**config.mk**
```make
export PLATFORM = sky130hd
export DESIGN_NAME = excitation_waveform_generator
export DESIGN_NICKNAME = d
export VERILOG_FILES = /design/src/core/wavegen_pkg.sv /design/src/core/sine_rom_if.sv /design/src/core/sine_rom.sv /design/src/core/excitation_waveform_generator.sv
export VERILOG_INCLUDE_DIRS = /design/src /design/src/core
export SDC_FILE = /design/constraint.sdc
export NUM_CORES = 2
export LEC_CHECK = 0
export BUFFER_PORTS_ARGS = -buffer_cell sky130_fd_sc_hd__clkbuf_2
export CORE_MARGIN = 2
export CORE_UTILIZATION = 35
export CTS_BUF_LIST = sky130_fd_sc_hd__clkbuf_16
export CTS_CLUSTER_DIAMETER = 200
export DETAILED_ROUTE_END_ITERATION = 6
export SETUP_SLACK_MARGIN = 0.1
export SYNTH_ARGS = -nofsm -noshare
export SYNTH_HDL_FRONTEND = slang
export SYNTH_SLANG_ARGS = --single-unit
```
**constraint.sdc**
```tcl
create_clock -name clk_sys -period 18.5 [get_ports clk_sys]
set_clock_uncertainty 0.05 [all_clocks]
set_input_delay 5.55 -clock clk_sys [delete_from_list [all_inputs] [get_ports clk_sys]]
set_output_delay 5.55 -clock clk_sys [all_outputs]
set_load 0.02 [all_outputs]
```
**src/core/wavegen_defs.svh**
```systemverilog
/*
 * Register offsets, field positions, reset values and timing figures of the
 * excitation waveform generator.
 * Assumes inclusion by its bare name from the package and the design files.
 */
`ifndef WAVEGEN_DEFS_SVH
`define WAVEGEN_DEFS_SVH

// ****************************************************************
// Register offsets (byte addresses, one 32-bit word each)
// ****************************************************************
`define WG_OFF_FRONTEND   8'h00
`define WG_OFF_WAVECFG    8'h14
`define WG_OFF_LEVEL1     8'h18
`define WG_OFF_LEVEL2     8'h1c
`define WG_OFF_HOLD1      8'h20
`define WG_OFF_RAMP1      8'h24
`define WG_OFF_HOLD2      8'h28
`define WG_OFF_RAMP2      8'h2c
`define WG_OFF_FREQ       8'h30
`define WG_OFF_PHASE      8'h34
`define WG_OFF_COMMON     8'h38
`define WG_OFF_GAIN       8'h3c
`define WG_OFF_DIRECT     8'h40
`define WG_OFF_STATUS     8'h44

// ****************************************************************
// Fields
// ****************************************************************
`define WG_EN_BIT         14
`define WG_TRAP_RST_BIT   0
`define WG_SEL_MSB        2
`define WG_SEL_LSB        1
`define WG_SRC_SINE       2'h2
`define WG_SRC_TRAP       2'h3
`define WG_DAC_W          12
`define WG_TIME_W         19
`define WG_PHASE_W        26
`define WG_GAIN_W         11
`define WG_ROM_AW         5
`define WG_ROM_DW         11
`define WG_SEQ_WRITE_BIT  31
`define WG_SEQ_ADDR_MSB   30
`define WG_SEQ_ADDR_LSB   25
`define WG_SEQ_DATA_MSB   24
`define WG_STAT_SEG_LSB   16
`define WG_STAT_RUN_BIT   20

// ****************************************************************
// Reset values and arithmetic
// ****************************************************************
`define WG_DAC_MID        12'h800
`define WG_STEP_FRAC      16
`define WG_DIV_STEPS      5'h1c

// ****************************************************************
// Timing
// ****************************************************************
`define WG_CLK_PERIOD_PS     10000
`define WG_GUARD_TIME_PS     812500
`define WG_UPDATE_PERIOD_PS  3125000
`define WG_GUARD_CYC ((`WG_GUARD_TIME_PS + `WG_CLK_PERIOD_PS - 1) / `WG_CLK_PERIOD_PS)
`define WG_TICK_CYC  (`WG_UPDATE_PERIOD_PS / `WG_CLK_PERIOD_PS)

`endif

```
**src/core/wavegen_pkg.sv**
```systemverilog
/*
 * Types of the excitation waveform generator: trapezoid segments and the
 * packed state records of the modules.
 * Assumes wavegen_defs.svh is on the include path.
 */
`default_nettype none
`include "wavegen_defs.svh"

package wavegen_pkg;

    typedef enum logic [3:0] {
        SEG_HOLD1 = 4'b0001,
        SEG_RAMP1 = 4'b0010,
        SEG_HOLD2 = 4'b0100,
        SEG_RAMP2 = 4'b1000
    } segment_type;

    typedef struct packed {
        logic                    enable;
        logic [1:0]              src_sel;
        logic [1:0]              src_last;
        logic                    running;
        logic                    trap_rst;
        logic [`WG_DAC_W-1:0]    level1;
        logic [`WG_DAC_W-1:0]    level2;
        logic [`WG_TIME_W-1:0]   hold1;
        logic [`WG_TIME_W-1:0]   ramp1;
        logic [`WG_TIME_W-1:0]   hold2;
        logic [`WG_TIME_W-1:0]   ramp2;
        logic [`WG_PHASE_W-1:0]  fcw;
        logic [`WG_PHASE_W-1:0]  start_phase;
        logic [`WG_PHASE_W-1:0]  acc;
        logic [`WG_GAIN_W-1:0]   gain;
        logic [`WG_GAIN_W-1:0]   gain_act;
        logic [`WG_DAC_W-1:0]    common;
        logic [`WG_DAC_W-1:0]    direct;
        logic                    direct_new;
        logic [6:0]              guard_cnt;
        logic [1:0]              sine_vld;
        logic                    sign_d;
        segment_type             seg;
        logic [`WG_TIME_W-1:0]   seg_cnt;
        logic [8:0]              tick_cnt;
        logic [`WG_DAC_W-1:0]    ramp_start;
        logic [`WG_DAC_W-1:0]    ramp_target;
        logic                    ramp_down;
        logic [27:0]             ramp_acc;
        logic [19:0]             div_rem;
        logic [27:0]             div_quo;
        logic [`WG_TIME_W-1:0]   div_dur;
        logic [4:0]              div_cnt;
        logic [`WG_DAC_W-1:0]    dac_code;
        logic [31:0]             rdata;
    } gen_state_type;

    typedef struct packed {
        logic [`WG_ROM_DW-1:0] data;
    } rom_state_type;

endpackage

`default_nettype wire

```
**src/core/sine_rom_if.sv**
```systemverilog
/*
 * Connection between the generator and its quarter-wave sine table.
 * Assumes both ends share one clock.
 */
`default_nettype none
`include "wavegen_defs.svh"

interface sine_rom_if;
    logic [`WG_ROM_AW-1:0] addr;
    logic [`WG_ROM_DW-1:0] data;

    modport requester (output addr, input data);
    modport table_side(input addr, output data);
endinterface

`default_nettype wire

```
**src/core/sine_rom.sv**
```systemverilog
/*
 * Quarter-wave sine magnitude table, 32 entries of 11 bits, read data
 * registered one cycle after the address.
 * Assumes clk_sys and reset_n of the generator.
 */
`default_nettype none
`include "wavegen_defs.svh"

module sine_rom
    import wavegen_pkg::*;
(
    input  wire logic       clk_sys,
    input  wire logic       reset_n,
    sine_rom_if.table_side  rom
);

    localparam logic [`WG_ROM_DW-1:0] TABLE [32] = '{
        11'h032, 11'h097, 11'h0fb, 11'h15e, 11'h1c0, 11'h222, 11'h282, 11'h2e1,
        11'h33e, 11'h398, 11'h3f1, 11'h447, 11'h49b, 11'h4eb, 11'h539, 11'h584,
        11'h5cb, 11'h60e, 11'h64e, 11'h68a, 11'h6c1, 11'h6f5, 11'h724, 11'h74f,
        11'h776, 11'h798, 11'h7b5, 11'h7cd, 11'h7e1, 11'h7f0, 11'h7f9, 11'h7fe
    };

    rom_state_type s;
    rom_state_type n;

    always_comb begin
        n.data = TABLE[rom.addr];
    end

    always_ff @(posedge clk_sys or negedge reset_n) begin
        if (!reset_n) begin
            s <= '0;
        end else begin
            s <= n;
        end
    end

    assign rom.data = s.data;

endmodule

`default_nettype wire

```
**src/core/excitation_waveform_generator.sv**
```systemverilog
/*
 * Excitation waveform generator: sinusoid, trapezoid and direct DAC codes
 * for the sensor excitation DAC, with a register port and a sequencer
 * command input.
 * Assumes inputs synchronous to clk_sys and a DAC that takes dac_code.
 */
// The implementer's own choices: the register addresses and the plain strobed port.
`default_nettype none
`include "wavegen_defs.svh"

module excitation_waveform_generator
    import wavegen_pkg::*;
#(
    parameter int TICK_CYC  = `WG_TICK_CYC,
    parameter int GUARD_CYC = `WG_GUARD_CYC
) (
    input  wire logic        clk_sys,
    input  wire logic        reset_n,
    input  wire logic [7:0]  reg_addr,
    input  wire logic [31:0] reg_wdata,
    input  wire logic        reg_wr,
    input  wire logic        reg_rd,
    output logic      [31:0] reg_rdata,
    input  wire logic        seq_cmd_valid,
    input  wire logic [31:0] seq_cmd,
    output logic             seq_cmd_ready,
    output logic      [11:0] dac_code
);

    gen_state_type s;
    gen_state_type n;
    sine_rom_if    rom_link();

    logic                  wr_en;
    logic [7:0]            wr_addr;
    logic [31:0]           wr_data;
    logic                  go;
    logic                  restart;
    logic                  tick;
    logic [27:0]           step;
    logic [27:0]           acc_nx;
    logic [12:0]           offs;
    logic [`WG_TIME_W-1:0] len;
    logic [`WG_DAC_W-1:0]  from_lvl;
    logic [`WG_DAC_W-1:0]  to_lvl;
    logic [`WG_DAC_W-1:0]  diff;
    logic [19:0]           rem_sh;
    segment_type           seg_nx;
    logic signed [12:0]    smp;
    logic signed [24:0]    prod;
    logic signed [14:0]    sum;
    logic [`WG_DAC_W-1:0]  sine_code;

    sine_rom u_rom (
        .clk_sys (clk_sys),
        .reset_n (reset_n),
        .rom     (rom_link.table_side)
    );

    // ****************************************************************
    // Sine table addressing with quarter-wave mirroring
    // ****************************************************************
    assign rom_link.addr = s.acc[24] ? ~s.acc[23:19] : s.acc[23:19];

    // ****************************************************************
    // Next-state logic
    // ****************************************************************
    always_comb begin
        n         = s;
        wr_en     = reg_wr | (seq_cmd_valid & seq_cmd[`WG_SEQ_WRITE_BIT]);
        wr_addr   = reg_wr ? reg_addr
                           : {seq_cmd[`WG_SEQ_ADDR_MSB:`WG_SEQ_ADDR_LSB], 2'h0};
        wr_data   = reg_wr ? reg_wdata : {7'h0, seq_cmd[`WG_SEQ_DATA_MSB:0]};
        go        = s.enable;
        restart   = go & (~s.running | (s.src_sel != s.src_last) | s.trap_rst);
        tick      = (s.tick_cnt == 9'h0);
        step      = (s.div_cnt == 5'h0) ? s.div_quo : 28'h0;
        acc_nx    = s.ramp_acc + step;
        offs      = {1'b0, acc_nx[27:`WG_STEP_FRAC]} + {12'h0, acc_nx[`WG_STEP_FRAC-1]};
        len       = s.hold1;
        seg_nx    = SEG_HOLD1;
        from_lvl  = s.level1;
        to_lvl    = s.level2;
        diff      = 12'h0;
        rem_sh    = {s.div_rem[18:0], s.div_quo[27]};

        // Sinusoid sample: table magnitude, sign, gain and common mode.
        smp       = s.sign_d ? -$signed({2'h0, rom_link.data})
                             : $signed({2'h0, rom_link.data});
        prod      = smp * $signed({1'b0, s.gain_act});
        sum       = $signed({3'h0, s.common}) + $signed({prod[24], prod[24:11]});
        if (sum[14]) begin
            sine_code = 12'h0;
        end else if (sum[13:12] != 2'h0) begin
            sine_code = 12'hfff;
        end else begin
            sine_code = sum[11:0];
        end

        n.running    = go;
        n.src_last   = s.src_sel;
        n.trap_rst   = 1'b0;
        n.direct_new = 1'b0;
        n.sign_d     = s.acc[`WG_PHASE_W-1];
        n.sine_vld   = {s.sine_vld[0], 1'b1};
        n.tick_cnt   = tick ? 9'(TICK_CYC - 1) : s.tick_cnt - 9'h1;
        if (s.guard_cnt != 7'h0) begin
            n.guard_cnt = s.guard_cnt - 7'h1;
        end

        // ************************************************************
        // Register read port, data one cycle after the strobe
        // ************************************************************
        n.rdata = 32'h0;
        if (reg_rd) begin
            case (reg_addr)
                `WG_OFF_FRONTEND: n.rdata[`WG_EN_BIT] = s.enable;
                `WG_OFF_WAVECFG:  n.rdata[`WG_SEL_MSB:`WG_SEL_LSB] = s.src_sel;
                `WG_OFF_LEVEL1:   n.rdata = {20'h0, s.level1};
                `WG_OFF_LEVEL2:   n.rdata = {20'h0, s.level2};
                `WG_OFF_HOLD1:    n.rdata = {13'h0, s.hold1};
                `WG_OFF_RAMP1:    n.rdata = {13'h0, s.ramp1};
                `WG_OFF_HOLD2:    n.rdata = {13'h0, s.hold2};
                `WG_OFF_RAMP2:    n.rdata = {13'h0, s.ramp2};
                `WG_OFF_FREQ:     n.rdata = {6'h0, s.fcw};
                `WG_OFF_PHASE:    n.rdata = {6'h0, s.start_phase};
                `WG_OFF_COMMON:   n.rdata = {20'h0, s.common};
                `WG_OFF_GAIN:     n.rdata = {21'h0, s.gain};
                `WG_OFF_DIRECT:   n.rdata = {20'h0, s.direct};
                `WG_OFF_STATUS:   n.rdata = {11'h0, s.running, s.seg, 4'h0, s.dac_code};
                default:          n.rdata = 32'h0;
            endcase
        end

        // ************************************************************
        // Register writes from software or the sequencer
        // ************************************************************
        if (wr_en) begin
            case (wr_addr)
                `WG_OFF_FRONTEND: n.enable = wr_data[`WG_EN_BIT];
                `WG_OFF_WAVECFG: begin
                    n.src_sel  = wr_data[`WG_SEL_MSB:`WG_SEL_LSB];
                    n.trap_rst = wr_data[`WG_TRAP_RST_BIT];
                end
                `WG_OFF_LEVEL1:   n.level1 = wr_data[`WG_DAC_W-1:0];
                `WG_OFF_LEVEL2:   n.level2 = wr_data[`WG_DAC_W-1:0];
                `WG_OFF_HOLD1:    n.hold1  = wr_data[`WG_TIME_W-1:0];
                `WG_OFF_RAMP1:    n.ramp1  = wr_data[`WG_TIME_W-1:0];
                `WG_OFF_HOLD2:    n.hold2  = wr_data[`WG_TIME_W-1:0];
                `WG_OFF_RAMP2:    n.ramp2  = wr_data[`WG_TIME_W-1:0];
                `WG_OFF_FREQ:     n.fcw    = wr_data[`WG_PHASE_W-1:0];
                `WG_OFF_PHASE:    n.start_phase = wr_data[`WG_PHASE_W-1:0];
                `WG_OFF_COMMON:   n.common = wr_data[`WG_DAC_W-1:0];
                `WG_OFF_GAIN:     n.gain   = wr_data[`WG_GAIN_W-1:0];
                `WG_OFF_DIRECT: begin
                    if (s.guard_cnt == 7'h0) begin
                        n.direct     = wr_data[`WG_DAC_W-1:0];
                        n.direct_new = 1'b1;
                        n.guard_cnt  = 7'(GUARD_CYC - 1);
                    end
                end
                default: ;
            endcase
        end

        // ************************************************************
        // Slope step division, one quotient bit per cycle
        // ************************************************************
        if (s.div_cnt != 5'h0) begin
            n.div_cnt = s.div_cnt - 5'h1;
            if (rem_sh >= {1'b0, s.div_dur}) begin
                n.div_rem = rem_sh - {1'b0, s.div_dur};
                n.div_quo = {s.div_quo[26:0], 1'b1};
            end else begin
                n.div_rem = rem_sh;
                n.div_quo = {s.div_quo[26:0], 1'b0};
            end
        end

        // ************************************************************
        // Waveform engines
        // ************************************************************
        if (restart) begin
            n.acc      = s.start_phase;
            n.gain_act = s.gain;
            n.seg      = SEG_HOLD1;
            n.seg_cnt  = '0;
            n.tick_cnt = 9'(TICK_CYC - 1);
            n.sine_vld = 2'h0;
            n.div_cnt  = 5'h0;
            n.div_quo  = 28'h0;
            if (s.src_sel == `WG_SRC_TRAP) begin
                n.dac_code = s.level1;
            end
        end else if (go && s.src_sel == `WG_SRC_SINE) begin
            n.acc = s.acc + s.fcw;
            if (s.sine_vld[1]) begin
                n.dac_code = sine_code;
            end
        end else if (go && s.src_sel == `WG_SRC_TRAP && tick) begin
            case (s.seg)
                SEG_HOLD1: begin
                    len        = s.hold1;
                    seg_nx     = SEG_RAMP1;
                    from_lvl   = s.level1;
                    to_lvl     = s.level2;
                    n.dac_code = s.level1;
                end
                SEG_RAMP1: begin
                    len    = s.ramp1;
                    seg_nx = SEG_HOLD2;
                end
                SEG_HOLD2: begin
                    len        = s.hold2;
                    seg_nx     = SEG_RAMP2;
                    from_lvl   = s.level2;
                    to_lvl     = s.level1;
                    n.dac_code = s.level2;
                end
                SEG_RAMP2: begin
                    len    = s.ramp2;
                    seg_nx = SEG_HOLD1;
                end
                default: begin
                    len    = s.hold1;
                    seg_nx = SEG_HOLD1;
                end
            endcase
            if (s.seg == SEG_RAMP1 || s.seg == SEG_RAMP2) begin
                n.ramp_acc = acc_nx;
                n.dac_code = s.ramp_down ? s.ramp_start - offs[11:0]
                                         : s.ramp_start + offs[11:0];
            end
            if ({1'b0, s.seg_cnt} + 20'h1 >= {1'b0, len}) begin
                if (s.seg == SEG_RAMP1 || s.seg == SEG_RAMP2) begin
                    n.dac_code = s.ramp_target;
                end
                n.seg     = seg_nx;
                n.seg_cnt = '0;
                if (seg_nx == SEG_RAMP1 || seg_nx == SEG_RAMP2) begin
                    diff          = (to_lvl < from_lvl) ? from_lvl - to_lvl : to_lvl - from_lvl;
                    n.ramp_start  = from_lvl;
                    n.ramp_target = to_lvl;
                    n.ramp_down   = to_lvl < from_lvl;
                    n.ramp_acc    = 28'h0;
                    n.div_rem     = 20'h0;
                    n.div_quo     = {diff, 16'h0};
                    n.div_dur     = (seg_nx == SEG_RAMP1) ? s.ramp1 : s.ramp2;
                    n.div_cnt     = `WG_DIV_STEPS;
                end
            end else begin
                n.seg_cnt = s.seg_cnt + 19'h1;
            end
        end else if (!go && (s.trap_rst || s.src_sel != s.src_last)) begin
            // Idle reset of the held code: new source shows its start level.
            n.seg = SEG_HOLD1;
            n.dac_code = (s.src_sel == `WG_SRC_TRAP) ? s.level1
                       : (s.src_sel == `WG_SRC_SINE) ? s.common : s.direct;
        end

        if (!s.src_sel[1] && s.direct_new) begin
            n.dac_code = s.direct;
        end
    end

    // ****************************************************************
    // State register
    // ****************************************************************
    always_ff @(posedge clk_sys or negedge reset_n) begin
        if (!reset_n) begin
            s          <= '0;
            s.seg      <= SEG_HOLD1;
            s.level1   <= `WG_DAC_MID;
            s.level2   <= `WG_DAC_MID;
            s.common   <= `WG_DAC_MID;
            s.direct   <= `WG_DAC_MID;
            s.dac_code <= `WG_DAC_MID;
        end else begin
            s <= n;
        end
    end

    assign reg_rdata     = s.rdata;
    assign dac_code      = s.dac_code;
    assign seq_cmd_ready = ~reg_wr;

endmodule

`default_nettype wire

```
==> summary.md <==
| Metric | Value |
|---|---|
| Initial antenna violation count | 2 |
| Largest net degree at the start of global routing | 172 |
| Final worst-path cycle share | 0.652 |
| Most frequent cells in the layout | nand2_1 (459), dfrtp_1 (441), nor2_1 (403) |
| Final #Nets | 4317 |
| Startpoint Class | input port |
| Met3 Track Usage GR | 0.0302 |
| Leak Pwr | 17.3 nW |
| Clk sinks | 447 |
| Placed cell count | 5140 |
| Via count | a little under 30k |
| Storage cell area | around 11000 µm² |
| Worst setup EP type | output pin |
| CP Class | in -> out |
| CP arrival | 6.46 ns |
| Area delta synth->final | 9.50% |
| Fin crit period | 12.06 ns |
| Synth top area cells | dfrtp_1 (33%), fa_1 (8.1%), ha_1 (6.8%) |
| Port Buf Inserts | 109 |
| Syn. warnings | 0 |
| Worst-path fanout max | 42 |
| Root Driver | clkbuf_16 |
| Full die area | 99500 µm² |
| Unrepaired setup endpoints after global routing | false |
| Clk_lat worst skew | 0.64 ns |
| CTS tree | done |
| Syn Inst Count | 3953 |
| CTS max path bufs | 3 |
| CTS buffer count | 51 |
| H-tree Lvls | 2 |
| Pwr dens | 126 nW/µm² |
| Yosys top cell area share | 0.325 |
| Initial core utilization | 0.352 |
| Antenna-violating nets left | 0 |
| Chip width | 315 µm |
| Layout cells sized above 1 | 0.0834 |
| Asr flop ratio synth | 1.00 |
| I/O pin count | 122 |
| Cell taking the most area after synthesis | dfrtp_1 |
| Area of the multi-input gates | 20500 µm² |
| Peak supply drop | ~0.096 mV |
| Worst Tran Pin Value | 1.17 ns |
| GR met2 Demand/Resource | 0.335 |
| Number of flops mapped to enable cells by yosys | 0 |
| Synthesized area | 34000 µm² |
| Synth Register Bits | roughly 450 |
| Sum of negative setup slack | 0 ns |
| P_sw | 0.00209 W |
| Std cell rows | 114 |
| Final Max Slew Viols | 0 |
| Most common cell after layout, fill and taps aside | nand2_1 |
| Routed WL | 106 mm |
| Vias/cell | 5.59 |
| Max-Cap Viols | 0 |
| Core area | 96400 µm² |
| Layout Cells excl Fill | 5231 |
| Library cells used by synthesis | ~100 |
| Vias in the first global route | 28.5k |
| Number of buffers added for setup after CTS | 0 |
| Required @ worst endpoint | roughly 13 ns |
| Post-CTS Hold Fix Bufs | 0 |
| Die height | 315 µm |
| Total internal power | 0.00260 W |
| Combinational power share | 0.502 |
| DR pass1 iterations | 6 |
| DRC errors left | 0 |
| DP HPWL | 76.4 mm |
| Final hold viol count | 0 |
| DR WL/cell | 20.2 µm |
| Main synth FF type | dfrtp_1 |
| GPL Wtd Cong | between 0.8 and 0.9 |
| Status | completed |
| HP Class | reg -> reg |
| All-Layer GR Usage | 0.213 |
| Iteration-0 DRC Markers | 2811 |
| Post-CTS Resized | 0 |
| Max Clk Rate | 0.0829 GHz |
| GRT Max-Usage Layer | met2 |
| Clock share of power | 0.214 |
| First-pass GRT wire length | 167 mm |
| # diodes | 0 |
| GR Overflow Total | 0 |
| Sequential power share | 0.284 |
| Seq/Total Area, Yosys | 0.330 |
| Final setup fails | 0 |
| Switching part of the total power | 0.446 |
| Syn avg cell area | about 8.6 µm² |
| Layout Utilization | 0.386 |
| Met1 GRT Util | 0.295 |
| Clock Pin Slew Worst Setup and Hold Paths | around 0.060 ns |
| Worst rel slew slack | 0.215 |
| # fillers | 9862 |
==> final timing paths <==
check	cells past startpoint	slack (ns)	from	to
max	4	6.44	reg_wr	seq_cmd_ready
min	1	0.40	s[202]	s[203]
max reg2reg	35	8.18	u_rom.rom.data[2]	dac_code[0]
min reg2reg	1	0.40	s[202]	s[203]
max in group asynchronous	3	11.39	reset_n	s[54]
min in group asynchronous	1	4.88	reset_n	s[130]
==> stage by stage <==
step	power [W]	hold WS (ns)	area (µm²)	setup WS, ns
5_1_grt	0.00508	0.409	37200	6.38
3_3_place_gp	0.00366	0.380	35500	6.45
4_1_cts	0.00472	0.399	37200	6.44
3_5_place_dp	0.00368	0.384	35500	6.44
6_report	0.00470	0.398	37200	6.44
2_1_floorplan	0.00305	0.302	34000	6.89
==> cells in the mapped netlist, types with 51 or more instances <==
master,instances
fa_1,138
xnor2_1,101
o21ai_0,186
ha_1,185
clkbuf_1,209
dfrtp_1,441
and2_1,81
nor3_1,51
nand2_1,459
inv_1,294
mux2i_1,63
xor2_1,66
a21o_1,58
a21oi_1,345
a211oi_1,58
a22oi_1,81
nor2_1,413
==> layout make-up <==
class	instances	share of cell area
clock buffer	52	0.0350
tap	1276	0.0429
inverter	294	0.0297
sequential	447	0.301
clock inverter	39	0.00902
timing repair buffer	182	0.0300
multi-input combinational	2941	0.552
==> power by group through the flow <==
stage	Combinational (W)	Clock [W]	Sequential (W)
after global placement	0.00232	0	0.00134
after global routing	0.00268	0.00106	0.00134
after floorplan	0.00184	0	0.00121
after detailed placement	0.00234	0	0.00134
after CTS	0.00237	0.00102	0.00132
final	0.00236	0.00101	0.00133
==> worst max-delay path: stages <==
cell	delay (ns)
clkbuf_2	0.08
buf_4	0.52
inv_1	0.12
clkbuf_2	0.18
==> flip-flops by register name (all words and copies together) (netlist names) <==
register,count
n,3
rem_sh,20
s,374
u_rom.rom.data,11
go,1
reg_rdata,26
dac_code,12
==> cells by family (layout without fill, tap and decap cells) <==
kind of cell	count (synthesis)	in the layout	synth area share
xor gates and xnor gates	168	168	0.0437
other	1	6	0.000110
muxes	73	73	0.0219
buffers and inverters	570	567	0.0686
DFF	447	447	0.330
AOI/OAI and AO/OA	1084	1084	0.211
and+or+nand+nor	1273	1273	0.172
adders and majority gates	337	337	0.154
==> layer usage <==
layer,share of wire,wire length (µm)
met5,0.000066,7
met4,0.040,4280
met3,0.069,7330
met2,0.45,47800
met1,0.44,46300
Power figures use the tool's default switching activity.
